$ cat src/t8wm_pkg.sv
// shared constants and carrier types of the 8-bit waveform timer
// assumes a single clock domain and a plain strobe-based register port
package t8wm_pkg;

	// ==========================================================
	// register port
	// ==========================================================
	localparam int T8WM_AW = 3; // register address width
	localparam logic [2:0] T8WM_REG_CTRL = 3'h0; // mode, output mode, clock select, force
	localparam logic [2:0] T8WM_REG_COUNT = 3'h1; // count_value
	localparam logic [2:0] T8WM_REG_COMPARE = 3'h2; // compare_value (buffer side in pwm)
	localparam logic [2:0] T8WM_REG_FLAGS = 3'h3; // sticky flags, write one to clear
	localparam logic [2:0] T8WM_REG_PIN = 3'h4; // port data and direction of the pin

	// ==========================================================
	// field positions
	// ==========================================================
	localparam int T8WM_CTRL_WGM_LSB = 0; // waveform_mode_sel, 2 bits
	localparam int T8WM_CTRL_COM_LSB = 2; // compare_output_mode, 2 bits
	localparam int T8WM_CTRL_CS_LSB = 4; // clock_select, 3 bits
	localparam int T8WM_CTRL_FORCE = 7; // force strobe, reads zero
	localparam int T8WM_FLAG_OVF = 0; // overflow_flag
	localparam int T8WM_FLAG_CMP = 1; // compare_match_flag
	localparam int T8WM_PIN_DATA = 0; // ordinary port level
	localparam int T8WM_PIN_DIR = 1; // one drives the pin

	// ==========================================================
	// count limits and the stopped clock select
	// ==========================================================
	localparam logic [7:0] T8WM_BOTTOM = 8'h00;
	localparam logic [7:0] T8WM_MAX = 8'hff;
	localparam logic [7:0] T8WM_ONE = 8'h01;
	localparam logic [2:0] T8WM_CS_STOP = 3'h0;

	// ==========================================================
	// modes
	// ==========================================================
	typedef enum logic [1:0] {
		T8WM_NORMAL = 2'h0,
		T8WM_PHASE = 2'h1,
		T8WM_CLEAR_ON_MATCH = 2'h2,
		T8WM_FAST = 2'h3
	} t8wm_wgm_t;

	typedef enum logic [1:0] {
		T8WM_COM_OFF = 2'h0,
		T8WM_COM_TOGGLE = 2'h1,
		T8WM_COM_CLEAR = 2'h2,
		T8WM_COM_SET = 2'h3
	} t8wm_com_t;

	// ==========================================================
	// carriers
	// ==========================================================
	typedef struct packed {
		logic wr;
		logic rd;
		logic [T8WM_AW-1:0] addr;
		logic [7:0] wdata;
	} t8wm_bus_req_t;

	typedef struct packed {
		logic out;
		logic oe;
	} t8wm_pin_t;

	typedef struct packed {
		t8wm_wgm_t waveform_mode_sel;
		t8wm_com_t compare_output_mode;
		logic [2:0] clock_select;
	} t8wm_cfg_t;

	typedef struct packed {
		t8wm_cfg_t cfg;
		logic [7:0] count_value;
		logic [7:0] compare_buf;
		logic [7:0] compare_value;
		logic dir_down;
		logic oc;
		logic overflow_flag;
		logic compare_match_flag;
		logic block;
		logic port_data;
		logic port_dir;
		t8wm_pin_t pin;
		logic [7:0] rdata;
	} t8wm_state_t;

endpackage

$ cat src/t8wm_timer.sv
// 8-bit timer/counter with one compare channel and four waveform modes
// assumes timer_tick comes from an outside prescaler, one clock wide,
// and that an interrupt controller pulses the ack inputs when servicing
`timescale 1ns/1ps
`default_nettype none

module t8wm_timer
	import t8wm_pkg::*;
(
	// clock, reset, freeze
	input wire logic clock,
	input wire logic rst,
	input wire logic ce,
	// prescaled timer clock enable
	input wire logic timer_tick,
	// register port
	input wire t8wm_bus_req_t bus_req,
	output logic [7:0] rdata,
	// interrupt service acknowledges
	input wire logic overflow_ack,
	input wire logic compare_ack,
	// status toward the interrupt controller
	output logic overflow_flag,
	output logic compare_match_flag,
	// compare output pin
	output var t8wm_pin_t compare_output
);

	// ==========================================================
	// state and decoded terms
	// ==========================================================
	t8wm_state_t st; // every flip-flop of the block
	t8wm_state_t next_st; // value taken at the next edge
	logic adv; // counter advances this cycle
	logic count_wr; // software write to count_value
	logic ctrl_wr; // software write to the control register
	logic match; // comparator hit not blocked by a count write
	logic at_max; // count at the top of the 8-bit range
	logic at_bottom; // count at zero
	logic is_pwm; // either pwm mode is selected

	// applies one output action to the output state
	function automatic logic com_apply(input logic oc, input t8wm_com_t act);
		logic r;
		r = oc;
		unique case (act)
			T8WM_COM_OFF: r = oc; // no action on the output state
			T8WM_COM_TOGGLE: r = ~oc;
			T8WM_COM_CLEAR: r = 1'b0;
			T8WM_COM_SET: r = 1'b1;
		endcase
		return r;
	endfunction

	// stopped clock select gates the tick; output mode plays no part
	assign adv = timer_tick && (st.cfg.clock_select != T8WM_CS_STOP);
	assign count_wr = bus_req.wr && (bus_req.addr == T8WM_REG_COUNT);
	assign ctrl_wr = bus_req.wr && (bus_req.addr == T8WM_REG_CTRL);
	// a count write masks the match for one tick so equal values stay quiet
	assign match = (st.count_value == st.compare_value) && !st.block;
	assign at_max = st.count_value == T8WM_MAX;
	assign at_bottom = st.count_value == T8WM_BOTTOM;
	assign is_pwm = (st.cfg.waveform_mode_sel == T8WM_FAST)
		|| (st.cfg.waveform_mode_sel == T8WM_PHASE);

	// ==========================================================
	// next state
	// ==========================================================
	// order inside: flag clears, timer tick, then software writes, so a
	// set beats a clear and a count write beats any count operation
	always_comb
	begin
		t8wm_com_t act;
		logic pc_down;
		act = T8WM_COM_OFF;
		pc_down = 1'b0;
		next_st = st;
		if (ce)
		begin
			// read data stands for one cycle only
			next_st.rdata = 8'h00;
			// flag clears from interrupt service or write-one
			if (overflow_ack)
			begin
				next_st.overflow_flag = 1'b0;
			end
			if (compare_ack)
			begin
				next_st.compare_match_flag = 1'b0;
			end
			if (bus_req.wr && (bus_req.addr == T8WM_REG_FLAGS))
			begin
				if (bus_req.wdata[T8WM_FLAG_OVF])
				begin
					next_st.overflow_flag = 1'b0;
				end
				if (bus_req.wdata[T8WM_FLAG_CMP])
				begin
					next_st.compare_match_flag = 1'b0;
				end
			end
			// counting sequence, chosen by the waveform mode alone
			if (adv)
			begin
				next_st.block = 1'b0;
				unique case (st.cfg.waveform_mode_sel)
					T8WM_NORMAL:
					begin
						// free run; the 8-bit add wraps max to zero
						next_st.count_value = st.count_value + T8WM_ONE;
						if (at_max)
						begin
							next_st.overflow_flag = 1'b1;
						end
					end
					T8WM_CLEAR_ON_MATCH:
					begin
						// compare is the top; a missed top runs on to max and wraps
						if (match)
						begin
							next_st.count_value = T8WM_BOTTOM;
						end
						else
						begin
							next_st.count_value = st.count_value + T8WM_ONE;
						end
						if (at_max)
						begin
							next_st.overflow_flag = 1'b1;
						end
					end
					T8WM_FAST:
					begin
						// single slope of 256 counts
						if (at_max)
						begin
							next_st.count_value = T8WM_BOTTOM;
							next_st.overflow_flag = 1'b1;
							next_st.compare_value = st.compare_buf;
						end
						else
						begin
							next_st.count_value = st.count_value + T8WM_ONE;
						end
					end
					T8WM_PHASE:
					begin
						// dual slope; max and bottom each last one tick
						if (st.dir_down)
						begin
							if (at_bottom)
							begin
								next_st.count_value = T8WM_ONE;
								next_st.dir_down = 1'b0;
								next_st.overflow_flag = 1'b1;
							end
							else
							begin
								next_st.count_value = st.count_value - T8WM_ONE;
							end
						end
						else if (at_max)
						begin
							next_st.count_value = st.count_value - T8WM_ONE;
							next_st.dir_down = 1'b1;
							next_st.compare_value = st.compare_buf;
						end
						else
						begin
							next_st.count_value = st.count_value + T8WM_ONE;
						end
					end
				endcase
				// output action on a match, by mode
				if (st.cfg.waveform_mode_sel == T8WM_PHASE)
				begin
					// max counts as a down match, bottom as an up match, which
					// gives a steady level at the two extreme compare values
					pc_down = at_max || (st.dir_down && !at_bottom);
					unique case (st.cfg.compare_output_mode)
						T8WM_COM_CLEAR: act = pc_down ? T8WM_COM_SET : T8WM_COM_CLEAR;
						T8WM_COM_SET: act = pc_down ? T8WM_COM_CLEAR : T8WM_COM_SET;
						default: act = T8WM_COM_OFF; // toggle is not offered here
					endcase
				end
				else
				begin
					// normal, clear on match and fast share the direct meaning
					act = st.cfg.compare_output_mode;
				end
				if (match)
				begin
					next_st.compare_match_flag = 1'b1;
					next_st.oc = com_apply(st.oc, act);
				end
				// fast pwm bottom action wins over a match on the same tick,
				// so a compare of max holds one level and zero gives a spike
				if ((st.cfg.waveform_mode_sel == T8WM_FAST) && at_max)
				begin
					if (st.cfg.compare_output_mode == T8WM_COM_CLEAR)
					begin
						next_st.oc = 1'b1;
					end
					else if (st.cfg.compare_output_mode == T8WM_COM_SET)
					begin
						next_st.oc = 1'b0;
					end
				end
			end
			// software writes override the tick
			if (count_wr)
			begin
				next_st.count_value = bus_req.wdata;
				next_st.block = 1'b1;
			end
			if (bus_req.wr && (bus_req.addr == T8WM_REG_COMPARE))
			begin
				next_st.compare_buf = bus_req.wdata;
				if (!is_pwm)
				begin
					// unbuffered outside pwm, so a low value can be missed
					next_st.compare_value = bus_req.wdata;
				end
			end
			if (ctrl_wr)
			begin
				next_st.cfg.waveform_mode_sel =
					t8wm_wgm_t'(bus_req.wdata[T8WM_CTRL_WGM_LSB +: 2]);
				next_st.cfg.compare_output_mode =
					t8wm_com_t'(bus_req.wdata[T8WM_CTRL_COM_LSB +: 2]);
				next_st.cfg.clock_select = bus_req.wdata[T8WM_CTRL_CS_LSB +: 3];
				// outside pwm, force acts like a match on the output only, no flag, no clear
				if (bus_req.wdata[T8WM_CTRL_FORCE] && !is_pwm)
				begin
					next_st.oc = com_apply(st.oc,
						t8wm_com_t'(bus_req.wdata[T8WM_CTRL_COM_LSB +: 2]));
				end
			end
			if (bus_req.wr && (bus_req.addr == T8WM_REG_PIN))
			begin
				next_st.port_data = bus_req.wdata[T8WM_PIN_DATA];
				next_st.port_dir = bus_req.wdata[T8WM_PIN_DIR];
			end
			// register reads, unmapped addresses return zero
			if (bus_req.rd)
			begin
				unique case (bus_req.addr)
					T8WM_REG_CTRL:
					begin
						next_st.rdata = {1'b0, st.cfg.clock_select,
							st.cfg.compare_output_mode, st.cfg.waveform_mode_sel};
					end
					T8WM_REG_COUNT: next_st.rdata = st.count_value;
					T8WM_REG_COMPARE: next_st.rdata = st.compare_buf;
					T8WM_REG_FLAGS:
					begin
						next_st.rdata = {6'h00, st.compare_match_flag, st.overflow_flag};
					end
					T8WM_REG_PIN: next_st.rdata = {6'h00, st.port_dir, st.port_data};
					default: next_st.rdata = 8'h00;
				endcase
			end
			// pin override by any non-zero output mode; direction stays port's
			if (next_st.cfg.compare_output_mode != T8WM_COM_OFF)
			begin
				next_st.pin.out = next_st.oc;
			end
			else
			begin
				next_st.pin.out = next_st.port_data;
			end
			next_st.pin.oe = next_st.port_dir;
		end
	end

	// ==========================================================
	// registers
	// ==========================================================
	// all-zero reset: stopped, normal mode, output mode off, pin an input
	always_ff @(posedge clock)
	begin
		if (rst)
		begin
			st <= '0;
		end
		else
		begin
			st <= next_st;
		end
	end

	// outputs straight from flip-flops
	assign rdata = st.rdata;
	assign overflow_flag = st.overflow_flag;
	assign compare_match_flag = st.compare_match_flag;
	assign compare_output = st.pin;
endmodule
`default_nettype wire

$ cat config.mk
export PLATFORM = sky130hd
export DESIGN_NAME = t8wm_timer
export DESIGN_NICKNAME = d
export VERILOG_FILES = /design/src/t8wm_pkg.sv /design/src/t8wm_timer.sv
export SDC_FILE = /design/constraint.sdc
export NUM_CORES = 1
export LEC_CHECK = 0
export BUFFER_PORTS_ARGS = -buffer_cell sky130_fd_sc_hd__buf_4
export CORE_MARGIN = 2
export CORE_UTILIZATION = 54
export CTS_BUF_LIST = sky130_fd_sc_hd__clkbuf_8
export CTS_CLUSTER_SIZE = 10
export DETAILED_ROUTE_END_ITERATION = 6
export PLACE_DENSITY = 0.77
export SYNTH_ARGS = -nofsm -noshare
export SYNTH_HDL_FRONTEND = slang
export SYNTH_SLANG_ARGS = --single-unit
$ cat constraint.sdc
create_clock -name clock -period 1.9 [get_ports clock]
set_input_delay 0.19 -clock clock [delete_from_list [all_inputs] [get_ports clock]]
set_output_delay 0.19 -clock clock [all_outputs]
set_load 0.05 [all_outputs]
== Word level (Yosys, flattened, before mapping) ==
Index checks and enable logic that the tools add are counted.
Widths: inputs -> output; s select.

* Bits in writable memories: 0
* Bits in registers: 47
* Latch bits: 0
* Memory bits (read-only): 0
* Memories: 0
* Input port bits: 19
* Output and inout bits: 12
* Word-level logic and storage cells: 114

* Equality and inequality tests: 18
* Div/mod/pow operators: 0
* Shift-type cells: 0
* Multipliers: 0
* $add $sub $neg: 2
* Bitwise logic cells: 1
* Order comparisons: 0
* Reductions and logical operators: 29
* Muxes and demuxes: 49

{| class="wikitable"
|+ Operators by type and width
! cell !! number
|-
| $mux 8 || 12
|-
| $pmux 8 s5 || 1
|-
| $pmux 8 s4 || 1
|-
| $mux 1 || 21
|-
| $eq 2x2->1 const B || 8
|-
| $pmux 8 s2 || 1
|-
| $mux 7 || 2
|-
| $mux 13 || 1
|-
| $logic_and 1x1->1 || 10
|-
| $mux 2 || 5
|-
| $mux 9 || 1
|-
| $add 8x1->8 const B || 1
|-
| $eq 8x8->1 || 1
|-
| $eq 8x8->1 const B || 1
|-
| $logic_not 8->1 || 1
|-
| $pmux 1 s4 || 2
|-
| $reduce_and 2->1 || 4
|-
| $sub 8x1->8 const B || 1
|-
| $eq 2x1->1 const B || 3
|-
| $eq 3x2->1 const B || 2
|-
| $logic_not 2->1 || 3
|-
| $pmux 2 s2 || 1
|-
| $reduce_bool 2->1 || 2
|-
| $eq 3x1->1 const B || 1
|-
| other kinds (10) || 13
|}

== Longest topological paths before layout ==
* Word-level depth: 19
* Depth in mapped cells: 9
* Mapped depth without buffers: 8

== Least setup slack after synthesis ==
OpenSTA, ideal clock, no wires.

* Path kind: register to register
* Start: reg st[33] (netlist bit)
* End: reg st[20] (netlist bit)
* Stages on the path, launching flop included: 10
* Path buffers: 1
* Period minus slack after synthesis: 2.051 ns
* Data required time: 1.760 ns
* Data arrival time: 1.912 ns
* Path slack: -0.151 ns
* Setup time: 0.140 ns
* Path through: dfxtp_1 > ha_1 > nand3_4 > or2_4 > or3_1 > buf_6 > nor3_1 > nor3_1 > a21oi_1 > a211oi_1

* Cells in the longest elaborated chain, start to end: 7
* Elaborated cells on any way between the ends: 8
* Those cells by class: eq/ne: 1; mux: 7

{| class="wikitable"
|+ Ends and longest elaborated chain
! element !! line !! source
|-
| start: declaration || t8wm_timer.sv:32 || <nowiki>t8wm_state_t st;</nowiki>
|-
| start signal: assignment || t8wm_timer.sv:288 || <nowiki>st <= next_st;</nowiki>
|-
| $eq 8x8->1 * || t8wm_timer.sv:61 || <nowiki>assign at_max = st.count_value == T8WM_MAX;</nowiki>
|-
| $mux 9 || t8wm_timer.sv:162 || <nowiki>else if (at_max)</nowiki>
|-
| $mux 8 || t8wm_timer.sv:149 || <nowiki>if (st.dir_down)</nowiki>
|-
| $pmux 8 s2 * || t8wm_timer.sv:106 || <nowiki>unique case (st.cfg.waveform_mode_sel)</nowiki>
|-
| $mux 13 * || t8wm_timer.sv:103 || <nowiki>if (adv)</nowiki>
|-
| $mux 8 || t8wm_timer.sv:219 || <nowiki>if (!is_pwm)</nowiki>
|-
| $mux 8 * || t8wm_timer.sv:216 || <nowiki>if (bus_req.wr && (bus_req.addr == T8WM_REG_COMPARE))</nowiki>
|}

Every way passes the cells marked *; elsewhere a longest branch is shown, timed or not. The select of a mux whose other input is x is not followed.
A chain may end at the register's enable or synchronous reset.

== Worst setup path after layout ==
* Start: reg st[33] (netlist bit)
* End: reg st[35] (netlist bit)

* Cells in the longest elaborated chain, start to end: 6
* Elaborated cells on any way between the ends: 14
* Those cells by class: add/sub: 2; eq/ne: 2; mux: 8; reduce/logical: 2

{| class="wikitable"
|+ Ends and longest elaborated chain
! element !! line !! source
|-
| $add 8x1->8, or another cell as far along || -- ||
|-
| $mux 8, or another cell as far along || t8wm_timer.sv:162 ||
|-
| $mux 8, on equally long branches || t8wm_timer.sv:149, t8wm_timer.sv:119 ||
|-
| $pmux 8 s4 * || t8wm_timer.sv:106 ||
|-
| $mux 8 * || t8wm_timer.sv:103 ||
|-
| $mux 8 * || t8wm_timer.sv:211 || <nowiki>if (count_wr)</nowiki>
|}

Marked as above.

==> flow_metrics.env <==
export IMPL_post_synth_top_count_cell="sky130_fd_sc_hd__nor2_1"
export IMPL_mappedNetlistNets=413
export IMPL_critical_path_reg2reg_startpoint="st[33]"
export IMPL_regArea_um2=960
export IMPL_clkLatencyLatePin_ns=0.32
export IMPL_post_drt_wl_per_cell_um=19.6
export IMPL_timing_max_slew_rel_slack_pct=63.8
export IMPL_io_buffer_count=30
export IMPL_cts_sink_count=47
export IMPL_multiInputGateArea_mm2=0.00215
export IMPL_htree_levels=2
export IMPL_period_share_pct=104
export IMPL_outcome="finished, violations left"
export IMPL_first_pass_iters=5
export IMPL_grt_antenna_before_repair=0
export IMPL_critPathMaxFanout=6
export IMPL_grt_pass1_vias=2942
export IMPL_power_leakage_nw=1.56
export IMPL_floorplan_die_height_um=80.0
export IMPL_worst_slew_pin_slew_ns=0.543
export IMPL_design_final_nets=478
export IMPL_start_util_pct=56.3
export IMPL_crit_reg2reg_capture="st[35]"
export IMPL_critical_path_startpoint_type="flip-flop"
export IMPL_pin_count_of_the_biggest_net_entering_global_routing=50
export IMPL_syn_area_per_cell_um2=7.96
export IMPL_post_route_cells_drive_above_1_share_pct=35.2
export IMPL_clock_root_buffer_master="sky130_fd_sc_hd__clkbuf_8"
export IMPL_grt_overflow=0
export IMPL_dominant_cells_by_area_after_synthesis="sky130_fd_sc_hd__dfxtp_1 (30%), sky130_fd_sc_hd__mux2i_1 (8.0%), sky130_fd_sc_hd__nor2_1 (6.7%)"
export IMPL_gr_usage_all_layers_pct=32.6
export IMPL_power_density_mw_per_mm2=508
export IMPL_number_of_hold_violations_in_the_final_report=0
export IMPL_ys_types=55
export IMPL_gp_routability_congestion=1.01
export IMPL_synth_warning_count=0
export IMPL_synthDominantCellAreaShare_pct=30.2
export IMPL_maxCapViolations=0
export IMPL_r2r_setup_slack_ns=-0.07
export IMPL_synth_edf_count=0
export IMPL_setup_violations=5
export IMPL_synth_area_leader_cell="sky130_fd_sc_hd__dfxtp_1"
export IMPL_switching_power_mw=0.631
export IMPL_die_w_um=80.0
export IMPL_post_synth_inst_count=392
export IMPL_synth_top_family_by_area="simple AND/OR/NAND/NOR gates"
export IMPL_worst_setup_path_type="flip-flop to flip-flop"
export IMPL_area_fraction_in_compound_gates_after_synthesis_pct=20.6
export IMPL_cp_required_ns=2.13
export IMPL_unrepaired_setup_endpoints_after_global_routing="yes"
export IMPL_hp_class="input pin to flip-flop"
export IMPL_post_dp_hpwl_um=7440
export IMPL_synth_area_mux_share_pct=9.10
export IMPL_synth_cell_area_mm2=0.00312
export IMPL_number_of_hold_repair_buffers_added_at_the_cts_stage=0
export IMPL_final_max_slew_viol_count=0
export IMPL_power_switching_fraction_pct=30.5
export IMPL_synth_top_cells_by_count="sky130_fd_sc_hd__nor2_1 (56), sky130_fd_sc_hd__dfxtp_1 (47), sky130_fd_sc_hd__nand2_1 (31)"
export IMPL_synth_simple_gate_area_share_pct=25.7
export IMPL_post_route_drc_violation_count=0
export IMPL_clk_pin_slew_ns=0.10
export IMPL_route_vias_total=3391
export IMPL_detail_route_antenna_nets=0
export IMPL_clock_power_share_pct=30.9
export IMPL_worst_r2r_cell_count=9
export IMPL_synth_xor_xnor_area_share_pct=5.05
export IMPL_design_die_area_mm2=0.00640
export IMPL_wl_um=10400
export IMPL_place_inst=513
export IMPL_worst_clock_skew_ns=0.0136
export IMPL_min_delay_start="bus_req[7]"
export IMPL_synth_ff_latch_count=47
export IMPL_viasPerCell=6.40
export IMPL_setup_worst_path_end_class="flip-flop"
export IMPL_worst_ep_arrival_time_ns=2.21
export IMPL_num_io_pins=31
export IMPL_cts_buffers_inserted=5
export IMPL_synth_sequential_area_ratio_pct=30.2
export IMPL_synth_fa_ha_area_share_pct=0.802
export IMPL_tritoncts="done"
export IMPL_num_rows=27
export IMPL_synth_top_flop_cell="sky130_fd_sc_hd__dfxtp_1"
export IMPL_power_internal_mw=1.44
export IMPL_hold_depth=3
export IMPL_stdcell_count=530
export IMPL_worst_slack_setup_final_ns=-0.0744
export IMPL_seq_power_share_pct=49.3
export IMPL_final_fill_count=416
export IMPL_hold_path_end="st[32]"
export IMPL_pwr_share_comb_pct=19.7
export IMPL_violations="negative setup slack"
export IMPL_antenna_cells_inserted=0
export IMPL_hold_slack_ns=0.157
export IMPL_detail_route_iter0_violations=344
export IMPL_cts_buffer_depth=2
export IMPL_worst_ir_drop_vdd_mv=0.476
export IMPL_syn_to_final_growth_pct=30.8
export IMPL_synth_async_sr_flop_share_pct=0
export IMPL_max_freq_ghz=0.506
export IMPL_layout_min_cycle_time_ns=1.97
export IMPL_grt_first_pass_wirelength_um=15700
export IMPL_floorplan_core_area_mm2=0.00554
worst max-delay path by stage:
stage | start | end | cells past startpoint
floorplan | st[33] | st[20] | 9
global placement | st[36] | st[40] | 8
detailed placement | st[34] | st[35] | 9
CTS | st[37] | st[40] | 8
global route | st[34] | st[35] | 9
finish | st[33] | st[35] | 9
metrics by stage:
stage	TNS (ns)	cell area [µm²]	power [mW]	util, %	worst slack [ns]
detailed placement	-1.14	3660	1.40	66.1	-0.134
CTS	0	3880	2.04	70.0	0.0000198
floorplan	-0.0170	3140	1.25	-	-0.0170
global route	-1.01	4080	2.13	73.7	-0.135
global placement	-0.687	3660	1.40	66.1	-0.0946
finish	-0.134	4080	2.07	73.7	-0.0744
layout make-up:
cell class,count,area share (%)
multi-input combinational,297,52.6
sequential,47,23.5
timing repair buffer,98,18.8
tap,72,2.21
clock buffer,5,1.69
inverter,8,0.736
clock inverter,3,0.490
metal layers:
metal	part of all wire [%]	GRT usage, %	vias to the layer above
li1	-	-	1524
met1	41	43.2	1607
met2	46	52.1	214
met3	9.6	6.67	46
met4	3.8	11.9	0
met5	0	0	-
layout by cell type (no fill, tap or decap), types with 5 or more instances in the layout:
cell	netlist	layout
sky130_fd_sc_hd__nor2b_1	13	13
sky130_fd_sc_hd__buf_6	4	8
sky130_fd_sc_hd__inv_1	8	9
sky130_fd_sc_hd__nor2_2	0	5
sky130_fd_sc_hd__a211oi_2	3	5
sky130_fd_sc_hd__dfxtp_1	47	40
sky130_fd_sc_hd__nand2_1	31	31
sky130_fd_sc_hd__nand3_1	11	7
sky130_fd_sc_hd__a22oi_1	5	5
sky130_fd_sc_hd__buf_4	13	90
sky130_fd_sc_hd__clkbuf_8	0	5
sky130_fd_sc_hd__o22ai_1	5	5
sky130_fd_sc_hd__a21oi_1	19	17
sky130_fd_sc_hd__a211oi_1	7	5
sky130_fd_sc_hd__xnor2_1	15	11
sky130_fd_sc_hd__mux2i_1	25	25
sky130_fd_sc_hd__nor3_4	0	5
sky130_fd_sc_hd__nor2_1	56	51
sky130_fd_sc_hd__o21ai_0	12	10
sky130_fd_sc_hd__o21ai_1	7	6
sky130_fd_sc_hd__nor3_1	14	7
flip-flops by register name, summed over array words and instances, names as in the netlist:
signal,cells
st,35
compare_match_flag,1
overflow_flag,1
compare_output,2
rdata,8
worst max-delay path: stages (launching register included):
cell and delay (ns):
sky130_fd_sc_hd__dfxtp_4 0.37, sky130_fd_sc_hd__ha_4 0.16, sky130_fd_sc_hd__nand3_4 0.08, sky130_fd_sc_hd__buf_6 0.12, sky130_fd_sc_hd__nor2_1 0.07, sky130_fd_sc_hd__o21a_1 0.21, sky130_fd_sc_hd__a31oi_4 0.25, sky130_fd_sc_hd__nor4bb_2 0.38
sky130_fd_sc_hd__a211oi_2 0.08, sky130_fd_sc_hd__a21oi_1 0.16
cells by family (layout without fill, tap and decap cells):
group                      Yosys count  after routing
AOI/OAI and AO/OA                   90             90
xor gates and xnor gates            18             18
adders and majority gates            2              2
buffers and inverters               48            114
DFF                                 47             47
muxes                               28             28
and+or+nand+nor                    159            159
what timing repair did:
item / CTS / global route
pin swaps: 11 / 24
gates resized for setup: 22 / 38
buffers inserted: 3 / 6
endpoints found under the setup margin: 17 / 18
power groups by stage:
stage | clock network (mW) | logic (mW) | registers, mW
2_1_floorplan | 0 | 0.208 | 1.04
3_3_place_gp | 0 | 0.352 | 1.05
3_5_place_dp | 0 | 0.358 | 1.05
4_1_cts | 0.639 | 0.381 | 1.02
5_1_grt | 0.678 | 0.433 | 1.02
6_report | 0.641 | 0.409 | 1.02
(Power assumes the default switching activity.)
